### src/design/capseq_pkg.sv
/*
  Package for the triggered capture sequencer: timing counts, state
  encoding and the packed carriers shared by the sequencer files.
  Assumes a single 100 MHz core clock.
*/
package capseq_pkg;

  // ****************************************************************
  // timing
  // ****************************************************************
  localparam int unsigned CLK_HZ = 100_000_000;
  localparam int unsigned ABORT_TIME_US = 7000;
  localparam int unsigned ABORT_CYCLES = (CLK_HZ / 1_000_000) * ABORT_TIME_US;
  localparam int unsigned FPS_DEFAULT = 30;
  localparam int unsigned FRAME_CYCLES_DEFAULT = CLK_HZ / FPS_DEFAULT;
  localparam int CNT_W = 32;
  localparam int NUM_PORTS = 4;
  localparam int NUM_STREAMS = 3;

  // ****************************************************************
  // reset values
  // ****************************************************************
  localparam logic [CNT_W-1:0] CNT_RST = 32'h0000_0000;

  // ****************************************************************
  // states
  // ****************************************************************
  typedef enum logic [1:0] {
    ST_FREE  = 2'b00,
    ST_ABORT = 2'b01,
    ST_TRIG  = 2'b10
  } seq_state_t;

  // ****************************************************************
  // carriers
  // ****************************************************************
  typedef struct packed {
    logic [NUM_PORTS-1:0] trig_en;
    logic [NUM_PORTS-1:0] invert;
  } port_cfg_t;

  typedef struct packed {
    logic start;
    logic abort;
    logic triggered;
  } cap_cmd_t;

  typedef struct packed {
    logic [NUM_STREAMS-1:0] keep;
    logic [NUM_STREAMS-1:0] drop;
    logic triggered;
  } stream_ctl_t;

endpackage

### src/design/trig_detect.sv
/*
  Trigger edge detector: turns the configured input ports into a single
  trigger pulse on the chosen transition of any enabled port.
  Assumes the port levels are already synchronous to i_clk.
*/
`timescale 1ns/1ps
module trig_detect (
  // clock and reset
  input wire logic i_clk,
  input wire logic i_rst_b,
  // ports
  input wire logic [capseq_pkg::NUM_PORTS-1:0] i_port,
  input wire capseq_pkg::port_cfg_t i_cfg,
  // trigger
  output logic o_trig
);

  logic [capseq_pkg::NUM_PORTS-1:0] prev_r;
  logic [capseq_pkg::NUM_PORTS-1:0] act;
  logic [capseq_pkg::NUM_PORTS-1:0] act_prev;

  // ****************************************************************
  // edge detection
  // ****************************************************************
  assign act = i_port ^ i_cfg.invert;
  assign act_prev = prev_r ^ i_cfg.invert;

  always_ff @(posedge i_clk) begin
    if (!i_rst_b) begin
      prev_r <= i_cfg.invert;
    end else begin
      prev_r <= i_port;
    end
  end

  // inactive to active after inversion, any enabled port
  assign o_trig = |(act & ~act_prev & i_cfg.trig_en);

endmodule

### src/design/triggered_capture_sequencer.sv
/*
  Triggered capture sequencer: internal frame timer, trigger abort
  interval, triggered capture and per-stream keep/drop of images.
  Assumes the sensor reports o_start-launched captures as finished on
  i_readout_done and that the frame period input is held stable.
*/
// Function
// - internal timer starts exposure each frame period
// - trigger immediately aborts captures in progress
// - triggered exposure starts exactly 7 ms later
// - capture spans exposure start to readout done
// - completed triggered image is output
// - internal timing resumes one period after abort
// - aborted internal captures are discarded
// - zero to two images dropped per trigger
// - drops apply to every enabled stream
// - triggered image goes to all enabled streams
// - trigger is configured transition, inversion aware
// - any configured trigger port may trigger
`timescale 1ns/1ps
module triggered_capture_sequencer #(
  // abort length in core cycles
  parameter int unsigned ABORT_LEN = capseq_pkg::ABORT_CYCLES
) (
  // clock and reset
  input wire logic i_clk,
  input wire logic i_rst_b,
  // configuration
  input wire logic [capseq_pkg::CNT_W-1:0] i_frame_cycles,
  input wire capseq_pkg::port_cfg_t i_port_cfg,
  input wire logic [capseq_pkg::NUM_STREAMS-1:0] i_stream_en,
  // trigger ports
  input wire logic [capseq_pkg::NUM_PORTS-1:0] i_port,
  // sensor side
  input wire logic i_readout_done,
  output capseq_pkg::cap_cmd_t o_cmd,
  // stream encoders
  output capseq_pkg::stream_ctl_t o_stream,
  // status
  output logic o_busy,
  output logic [1:0] o_drop_count
);

  capseq_pkg::seq_state_t state_r;
  logic trig;
  logic [capseq_pkg::CNT_W-1:0] frame_cnt_r;
  logic [capseq_pkg::CNT_W-1:0] abort_cnt_r;
  logic [1:0] in_flight_r;
  logic trig_pending_r;
  logic frame_tick;
  logic abort_done;
  logic start_now;
  capseq_pkg::cap_cmd_t cmd_r;
  capseq_pkg::stream_ctl_t stream_r;
  logic [1:0] drop_r;

  // ****************************************************************
  // helpers
  // ****************************************************************
  function automatic logic [capseq_pkg::CNT_W-1:0] period_or_one(
    input logic [capseq_pkg::CNT_W-1:0] p);
    period_or_one = (p == capseq_pkg::CNT_RST) ? 32'h0000_0001 : p;
  endfunction

  function automatic logic [1:0] sat_inc(input logic [1:0] v);
    sat_inc = (v == 2'h3) ? v : v + 2'h1;
  endfunction

  // ****************************************************************
  // trigger detection
  // ****************************************************************
  trig_detect u_trig (
    .i_clk(i_clk),
    .i_rst_b(i_rst_b),
    .i_port(i_port),
    .i_cfg(i_port_cfg),
    .o_trig(trig)
  );

  // ****************************************************************
  // state machine
  // ****************************************************************
  assign abort_done = (state_r == capseq_pkg::ST_ABORT) &&
                      (abort_cnt_r == 32'h0000_0001);
  // also ticks in the triggered period so internal timing resumes on time
  assign frame_tick = (state_r != capseq_pkg::ST_ABORT) &&
                      (frame_cnt_r == 32'h0000_0001);
  // a trigger in the same cycle cancels any start
  assign start_now = (frame_tick | abort_done) && !trig;

  always_ff @(posedge i_clk) begin
    if (!i_rst_b) begin
      state_r <= capseq_pkg::ST_FREE;
    end else begin
      case (state_r)
        capseq_pkg::ST_FREE: begin
          if (trig) begin
            state_r <= capseq_pkg::ST_ABORT;
          end
        end
        capseq_pkg::ST_ABORT: begin
          if (trig) begin
            state_r <= capseq_pkg::ST_ABORT;
          end else if (abort_done) begin
            state_r <= capseq_pkg::ST_TRIG;
          end
        end
        capseq_pkg::ST_TRIG: begin
          if (trig) begin
            state_r <= capseq_pkg::ST_ABORT;
          end else if (frame_cnt_r == 32'h0000_0001) begin
            state_r <= capseq_pkg::ST_FREE;
          end
        end
        default: begin
          state_r <= capseq_pkg::ST_FREE;
        end
      endcase
    end
  end

  // ****************************************************************
  // abort down-counter
  // ****************************************************************
  // reloads on every trigger, so a retrigger restarts the abort
  always_ff @(posedge i_clk) begin
    if (!i_rst_b) begin
      abort_cnt_r <= capseq_pkg::CNT_RST;
    end else if (trig) begin
      abort_cnt_r <= ABORT_LEN;
    end else if (state_r == capseq_pkg::ST_ABORT) begin
      abort_cnt_r <= abort_cnt_r - 32'h0000_0001;
    end
  end

  // ****************************************************************
  // frame timer
  // ****************************************************************
  // frozen while aborting, reloaded when the abort ends
  always_ff @(posedge i_clk) begin
    if (!i_rst_b) begin
      frame_cnt_r <= period_or_one(i_frame_cycles);
    end else if (abort_done) begin
      frame_cnt_r <= period_or_one(i_frame_cycles);
    end else if (state_r == capseq_pkg::ST_ABORT) begin
      frame_cnt_r <= frame_cnt_r;
    end else if (frame_cnt_r == 32'h0000_0001) begin
      frame_cnt_r <= period_or_one(i_frame_cycles);
    end else begin
      frame_cnt_r <= frame_cnt_r - 32'h0000_0001;
    end
  end

  // ****************************************************************
  // capture tracking
  // ****************************************************************
  // captures in flight between exposure start and readout done
  always_ff @(posedge i_clk) begin
    if (!i_rst_b) begin
      in_flight_r <= 2'h0;
    end else if (trig) begin
      in_flight_r <= 2'h0;
    end else begin
      case ({frame_tick | abort_done, i_readout_done && in_flight_r != 2'h0})
        2'b10: in_flight_r <= sat_inc(in_flight_r);
        2'b01: in_flight_r <= in_flight_r - 2'h1;
        default: in_flight_r <= in_flight_r;
      endcase
    end
  end

  // triggered image is oldest in flight after an abort
  always_ff @(posedge i_clk) begin
    if (!i_rst_b) begin
      trig_pending_r <= 1'b0;
    end else if (trig) begin
      trig_pending_r <= 1'b0;
    end else if (abort_done) begin
      trig_pending_r <= 1'b1;
    end else if (i_readout_done && in_flight_r != 2'h0) begin
      trig_pending_r <= 1'b0;
    end
  end

  // ****************************************************************
  // sensor commands
  // ****************************************************************
  always_ff @(posedge i_clk) begin
    if (!i_rst_b) begin
      cmd_r <= '0;
    end else begin
      cmd_r.start <= start_now;
      cmd_r.abort <= trig;
      cmd_r.triggered <= abort_done && !trig;
    end
  end

  // ****************************************************************
  // stream keep and drop
  // ****************************************************************
  // a trigger wins over a readout in the same cycle
  always_ff @(posedge i_clk) begin
    if (!i_rst_b) begin
      stream_r <= '0;
      drop_r <= 2'h0;
    end else begin
      stream_r.keep <= (i_readout_done && in_flight_r != 2'h0 && !trig) ?
                       i_stream_en : '0;
      stream_r.triggered <= i_readout_done && trig_pending_r && !trig;
      stream_r.drop <= (trig && in_flight_r != 2'h0) ? i_stream_en : '0;
      if (trig) begin
        drop_r <= (in_flight_r > 2'h2) ? 2'h2 : in_flight_r;
      end
    end
  end

  assign o_cmd = cmd_r;
  assign o_stream = stream_r;
  assign o_busy = (state_r != capseq_pkg::ST_FREE);
  assign o_drop_count = drop_r;

endmodule

### config.mk
export PLATFORM = sky130hd
export DESIGN_NAME = triggered_capture_sequencer
export DESIGN_NICKNAME = d
export VERILOG_FILES = /design/src/design/capseq_pkg.sv /design/src/design/trig_detect.sv /design/src/design/triggered_capture_sequencer.sv
export SDC_FILE = /design/constraint.sdc
export NUM_CORES = 1
export LEC_CHECK = 0
export ABC_AREA = 1
export ABC_CLOCK_PERIOD_IN_PS = 2100
export BUFFER_PORTS_ARGS = -buffer_cell sky130_fd_sc_hd__buf_2
export CORE_MARGIN = 1
export CORE_UTILIZATION = 50
export CTS_CLUSTER_DIAMETER = 50
export CTS_CLUSTER_SIZE = 25
export DETAILED_ROUTE_END_ITERATION = 7
export PLACE_DENSITY = 0.7
export SLEW_MARGIN = 30
export SYNTH_ARGS = -nofsm -noshare
export SYNTH_HDL_FRONTEND = slang
export SYNTH_SLANG_ARGS = --single-unit
### constraint.sdc
create_clock -name i_clk -period 2.1 [get_ports i_clk]
set_input_delay 0 -clock i_clk [delete_from_list [all_inputs] [get_ports i_clk]]
set_output_delay 0 -clock i_clk [all_outputs]
set_load 0.05 [all_outputs]
# --- Yosys cells after proc, flatten, opt, wreduce, memory -nomap -nowiden ---
# Index checks and enable logic that the tools add are counted.
classes:
  add_sub_neg: 4
  multipliers: 0
  n_div: 0
  order_cmp: 1
  eq_ne: 13
  shift: 0
  muxes: 19
  bitwise: 7
  reduce_logical: 23
op_table:
  columns: ["op", "count"]
  rows:
  - ["$mux 32", 5]
  - ["$eq 32x1->1 const B", 2]
  - ["$sub 32x1->32 const B", 2]
  - ["$mux 20", 2]
  - ["$logic_not 32->1", 1]
  - ["$mux 2", 7]
  - ["$reduce_bool 2->1", 5]
  - ["$logic_and 1x1->1", 9]
  - ["$ne 3x3->1 const B", 3]
  - ["$and 4x4->4", 2]
  - ["$xor 4x4->4", 2]
  - ["$eq 2x2->1 const B", 3]
  - ["$pmux 2 s3", 1]
  - ["$reduce_and 2->1", 3]
  - ["$reduce_or 5->1", 1]
  - ["$eq 2x1->1 const B", 2]
  - ["$mux 4", 1]
  - ["$ne 2x2->1 const B", 2]
  - ["$not 4->4", 1]
  - ["$pmux 2 s2", 1]
  - ["$reduce_or 4->1", 1]
  - ["$reduce_and 3->1", 1]
  - ["$add 2x1->2 const B", 1]
  - ["$gt 2x2->1 const B", 1]
  - ["other kinds (7)", 8]
totals:
  register_bits: 85
  latch_bits: 0
  mem_bits_rw: 0
  rom_bits: 0
  inputBits: 50
  output_inout_bits: 13
  word_cells: 81
  memories: 0

# --- Logic depth before layout (Yosys ltp) ---
depth:
  depth_word: 8
  ltp_mapped: 12
  ltp_nobuf: 12

# --- By module ---
# From an unflattened synthesis, not the netlist that was laid out.
unflattened:
  hier_cells: 801
  area_unflattened_um2: 5256.3
by_module_without_submodules:
  columns: ["module", "instances", "cells_per_inst", "area_per_inst_um2", "seq_area_each_um2"]
  rows:
  - ["triggered_capture_sequencer", 1, 757, 5008.6, 1941.9]
  - ["trig_detect", 1, 44, 247.7, 80.1]

# --- Least setup slack after synthesis ---
# Ideal clock, no wire load.
synth_timing:
  path_kind: "reg-to-reg"
  startpoint: "reg abort_cnt_r[1] in the netlist's numbering"
  endpoint: "reg frame_cnt_r[0] in the netlist's numbering, enable pin"
  setup_time_ns: 0.561
  arrival_ns: 1.571
  t_required_ns: 1.539
  path_slack_ns: -0.032
  stages_incl_launch_ff: 9
  n_path_buf: 0
  period_less_slack_ns: 2.132
  path_cell_list: "dfxtp_1 inv_1 ha_1 inv_1 nor2_2 nand2_1 nor2_1 nand2_1 nand3_1"
synth_between:
  elab_chain_len: 3
synth_rtl:
  columns: ["item", "line_no", "source"]
  rows:
  - ["start, declared", "triggered_capture_sequencer.sv:47", "logic [capseq_pkg::CNT_W-1:0] abort_cnt_r;"]
  - ["start signal, assigned", "triggered_capture_sequencer.sv:128", "abort_cnt_r <= capseq_pkg::CNT_RST;"]
  - ["start signal, assigned", "triggered_capture_sequencer.sv:132", "abort_cnt_r <= abort_cnt_r - 32'h0000_0001;"]
  - ["$eq 32x1->1", "triggered_capture_sequencer.sv:84", "(abort_cnt_r == 32'h0000_0001);"]
  - ["$logic_and 1x1->1", "triggered_capture_sequencer.sv:83", "assign abort_done = (state_r == capseq_pkg::ST_ABORT) &&"]
  - ["$ne 3x3->1 (no line)", null, null]
  - ["end signal, assigned", "triggered_capture_sequencer.sv:142", "frame_cnt_r <= period_or_one(i_frame_cycles);"]
  - ["end signal, assigned", "triggered_capture_sequencer.sv:144", "frame_cnt_r <= period_or_one(i_frame_cycles);"]
  - ["end signal, assigned", "triggered_capture_sequencer.sv:146", "frame_cnt_r <= frame_cnt_r;"]
  - ["end, declared", "triggered_capture_sequencer.sv:46", "logic [capseq_pkg::CNT_W-1:0] frame_cnt_r;"]
# Every way passes these cells.
# A chain may end at the register's enable or synchronous reset.

# --- Worst setup path after layout ---
layout_timing:
  startpoint: "reg frame_cnt_r[4] in the netlist's numbering"
  endpoint: "reg frame_cnt_r[19] in the netlist's numbering (data pin)"
layout_between:
  elab_chain_len: 5
  elab_cells_between_ends: 6
  classes_between: "add/sub: 1; eq/ne: 1; mux: 4"
layout_rtl:
  columns: ["item", "line_no", "source"]
  rows:
  - ["$sub 32x1->32 or $eq 32x1->1 (tied branches)", "triggered_capture_sequencer.sv:150, triggered_capture_sequencer.sv:147", null]
  - ["$mux 32 (*)", "triggered_capture_sequencer.sv:147", "end else if (frame_cnt_r == 32'h0000_0001) begin"]
  - ["$mux 32 (*)", "triggered_capture_sequencer.sv:145", "end else if (state_r == capseq_pkg::ST_ABORT) begin"]
  - ["$mux 32 (*)", "triggered_capture_sequencer.sv:143", "end else if (abort_done) begin"]
  - ["$mux 32 (*)", "triggered_capture_sequencer.sv:141", "if (!i_rst_b) begin"]
# Every way passes the cells marked *; elsewhere a longest branch is shown, timed or not. The select of a mux whose other input is x is not followed.

==> metrics.yaml <==
status:
  outcome: "finished, final reports clean"
pwr:
  p_leak_nw: 2.96
  peakVddDrop_v: 0.000332
  power_mw: 4.14
  p_per_area_mw_per_mm2: 648
clock_network:
  cts.sinks: 85
  clock_path_buffers: 2
  cts-buffers-inserted: 9
  cts_root_buf: "clkbuf_8"
  cts_max_level: 3
  cts_resized: 0
  clk_latency_ns: 0.36
  cts_tree: "done"
  clk_pin_slew_worst_paths_ns: 0.09
critical_path:
  worstRegToRegCells: 11
  reg2reg_slack_ns: 0.14
  rr_endpoint: "frame_cnt_r[19]$_DFFE_PP_"
  crit_fanout: 10
  regToRegStartpoint: "frame_cnt_r[4]$_DFFE_PP_"
  critPathKind: "reg2reg"
  end_kind: "register"
  worstPathArrival_ns: 2.08
  critical_path_required_ns: 2.23
  start_kind: "register"
placed_design:
  post-dp-hpwl_mm: 9.67
  io_buffers: 62
  dp_slack_ns: 0.0657
  place_congestion: 0.871
sta:
  fin_ws_ns: 0.144
  holdWs_ns: 0.0174
  fin_crit_sh_pct: 93.1
  setup_tns_ns: 0
  hold_viol: 0
  slew_headroom_pct: 61.4
  fmax_mhz: 511
  setup_viol: 0
  period_needed_ns: 1.96
  fin_skew_ns: 0.0109
  finalMaxSlewViolations: 0
  worst_slew_pin_slew_ns: 0.575
hold_path:
  hold_path.class: "in2reg"
  hold_path_startpoint: "i_frame_cycles[5]"
  hold_depth: 5
  whs_endpoint: "frame_cnt_r[5]$_DFFE_PP_"
logic_synthesis:
  syn_area_per_cell_um2: 6.82
  yosys_warnings: 0
  synthArstFlopShare_pct: 0
  synth.distinct_cells: 36
  synth-edff-count: 32
  netlist_top_cells_area: "dfxtp_1 (20%), edfxtp_1 (18%), nand2_1 (14%)"
  synth_nets: 836
  ys_ff_latch: 85
  syn-cell-area_mm2: 0.00533
  synth_top_area_share_pct: 19.9
  synth_seq_area_share_pct: 37.9
  ys.flop_type: "dfxtp_1"
  netlist_instances: 782
  yosysTopAreaCell: "dfxtp_1"
finish:
  antenna_cells: 0
  fillCellCount: 977
  multiInputGateArea_mm2: 0.00279
  final_common_cell: "nand2_1"
  fin_util_pct: 61.9
  drive_above_1_share_pct: 18.4
  num-nets-final: 951
  layout.area.seq_mm2: 0.00202
  area_growth_pct: 19.8
  final_cell_mix: "nand2_1 (205), nor2_1 (154), inv_1 (99), buf_2 (62), dfxtp_1 (53)"
routing:
  drt_iter0_drc: 364
  drt-total-wl_mm: 13.4
  detail-route-antenna-nets: 0
  drt_pass1_iterations: 8
  wl_per_cell_um: 12.9
  route.detailed.drc: 0
  num_vias: 5230
  via_per_inst: 5.04
grt:
  track_usage_pct: 24.7
  grt_overflow_total: 0
  met3_usage_pct: 3.96
  use_met1_pct: 35.2
  grt_max_degree: 33
  grt_pass1_wl_mm: 21.9
  grt_pass1_vias: 4853
  use_met2_pct: 38.3
  grt-busiest-layer: "met2"
  antenna_found_initial: 0
floorplanning:
  start_util_pct: 51.7
  rows: 37
  die_x_um: 105
  core_mm2: 0.0103
  io_pins: 63
  die_area_mm2: 0.0111
  die_h_um: 105
flow_run:
  max_cap_viol_count: 0
==> worst max path at each step <==
stage,start,to,slack [ns],cells past startpoint
after floorplan,abort_cnt_r[1]$_SDFFE_PP0P_,frame_cnt_r[0]$_DFFE_PP_,0.37,8
after global placement,frame_cnt_r[0]$_DFFE_PP_,frame_cnt_r[26]$_DFFE_PP_,0.14,8
after detailed placement,frame_cnt_r[5]$_DFFE_PP_,frame_cnt_r[19]$_DFFE_PP_,0.07,11
after CTS,frame_cnt_r[5]$_DFFE_PP_,frame_cnt_r[19]$_DFFE_PP_,0.05,11
after global routing,frame_cnt_r[0]$_DFFE_PP_,frame_cnt_r[4]$_DFFE_PP_,-0.007,9
final,frame_cnt_r[4]$_DFFE_PP_,frame_cnt_r[19]$_DFFE_PP_,0.14,11
==> per-stage QoR <==
step | cell area (um2) | instances
after floorplan | 5340 | 782
after global placement | 5790 | 978
after detailed placement | 5790 | 978
after CTS | 6310 | 1028
after global routing | 6390 | 1038
final | 6390 | 1038
==> registers in the layout, indices dropped and copies added (netlist names) <==
register / count
in_flight_r: 2
frame_cnt_r: 32
state_r: 2
o_drop_count: 2
o_cmd: 3
abort_cnt_r: 32
u_trig.prev_r: 4
trig_pending_r: 1
o_stream: 7
==> cells by family after synthesis <==
family | Yosys count | share of synthesized area (%)
adders and majority gates | 4 | 0.938
xor gates and xnor gates | 33 | 5.42
DFF | 85 | 37.9
buffers and inverters | 129 | 10.2
and+or+nand+nor | 461 | 38.0
AOI/OAI and AO/OA | 70 | 7.51
==> routing by layer <==
| layer | vias up | wire length, um |
|---|---|---|
| met5 | - | 0 |
| met4 | 0 | 201 |
| met3 | 21 | 925 |
| met2 | 187 | 5840 |
| met1 | 2356 | 6400 |
| li1 | 2666 | - |
==> repair_timing <==
action,4_1_cts,5_1_grt
setup endpoints to repair,0,19
hold endpoints to repair,35,0
hold buffers,34,0
setup buffers,0,8
==> cell usage after synthesis (3+ instances only) <==
master,count
dfxtp_1,53
o21ai_1,3
inv_1,99
nand2_2,7
xor2_1,22
ha_1,4
inv_2,20
nor3_1,7
nor2_4,11
nand3b_1,5
nand2_1,205
nand4_1,9
nand3_1,39
o21ai_0,28
edfxtp_1,32
xnor2_1,11
a21oi_1,23
buf_6,6
o21ai_2,10
nor2_1,154
nor2_2,14
==> where the power goes <==
part	switching, mW	internal [mW]
clock network	0.609	0.465
registers	0.124	1.87
logic	0.681	0.389
==> critical path: stages, from the launching register on <==
cell,delay [ns]
edfxtp_1,0.45
nor2_1,0.18
nand2_1,0.15
nor2_1,0.14
nand2_1,0.10
nor2_4,0.16
nor2_4,0.09
nand2_8,0.10
buf_4,0.17
nand2_1,0.07
o21ai_2,0.06
inv_2,0.03
==> layout make-up <==
class | count | share of cell area (%)
Timing Repair Buffer | 112 | 12.3
Clock inverter | 5 | 0.509
Tap cell | 136 | 2.66
Inverter | 119 | 6.99
Clock buffer | 11 | 2.21
Multi-Input combinational cell | 570 | 43.7
Sequential cell | 85 | 31.6
Note: power is estimated with default switching activity, not from simulation.
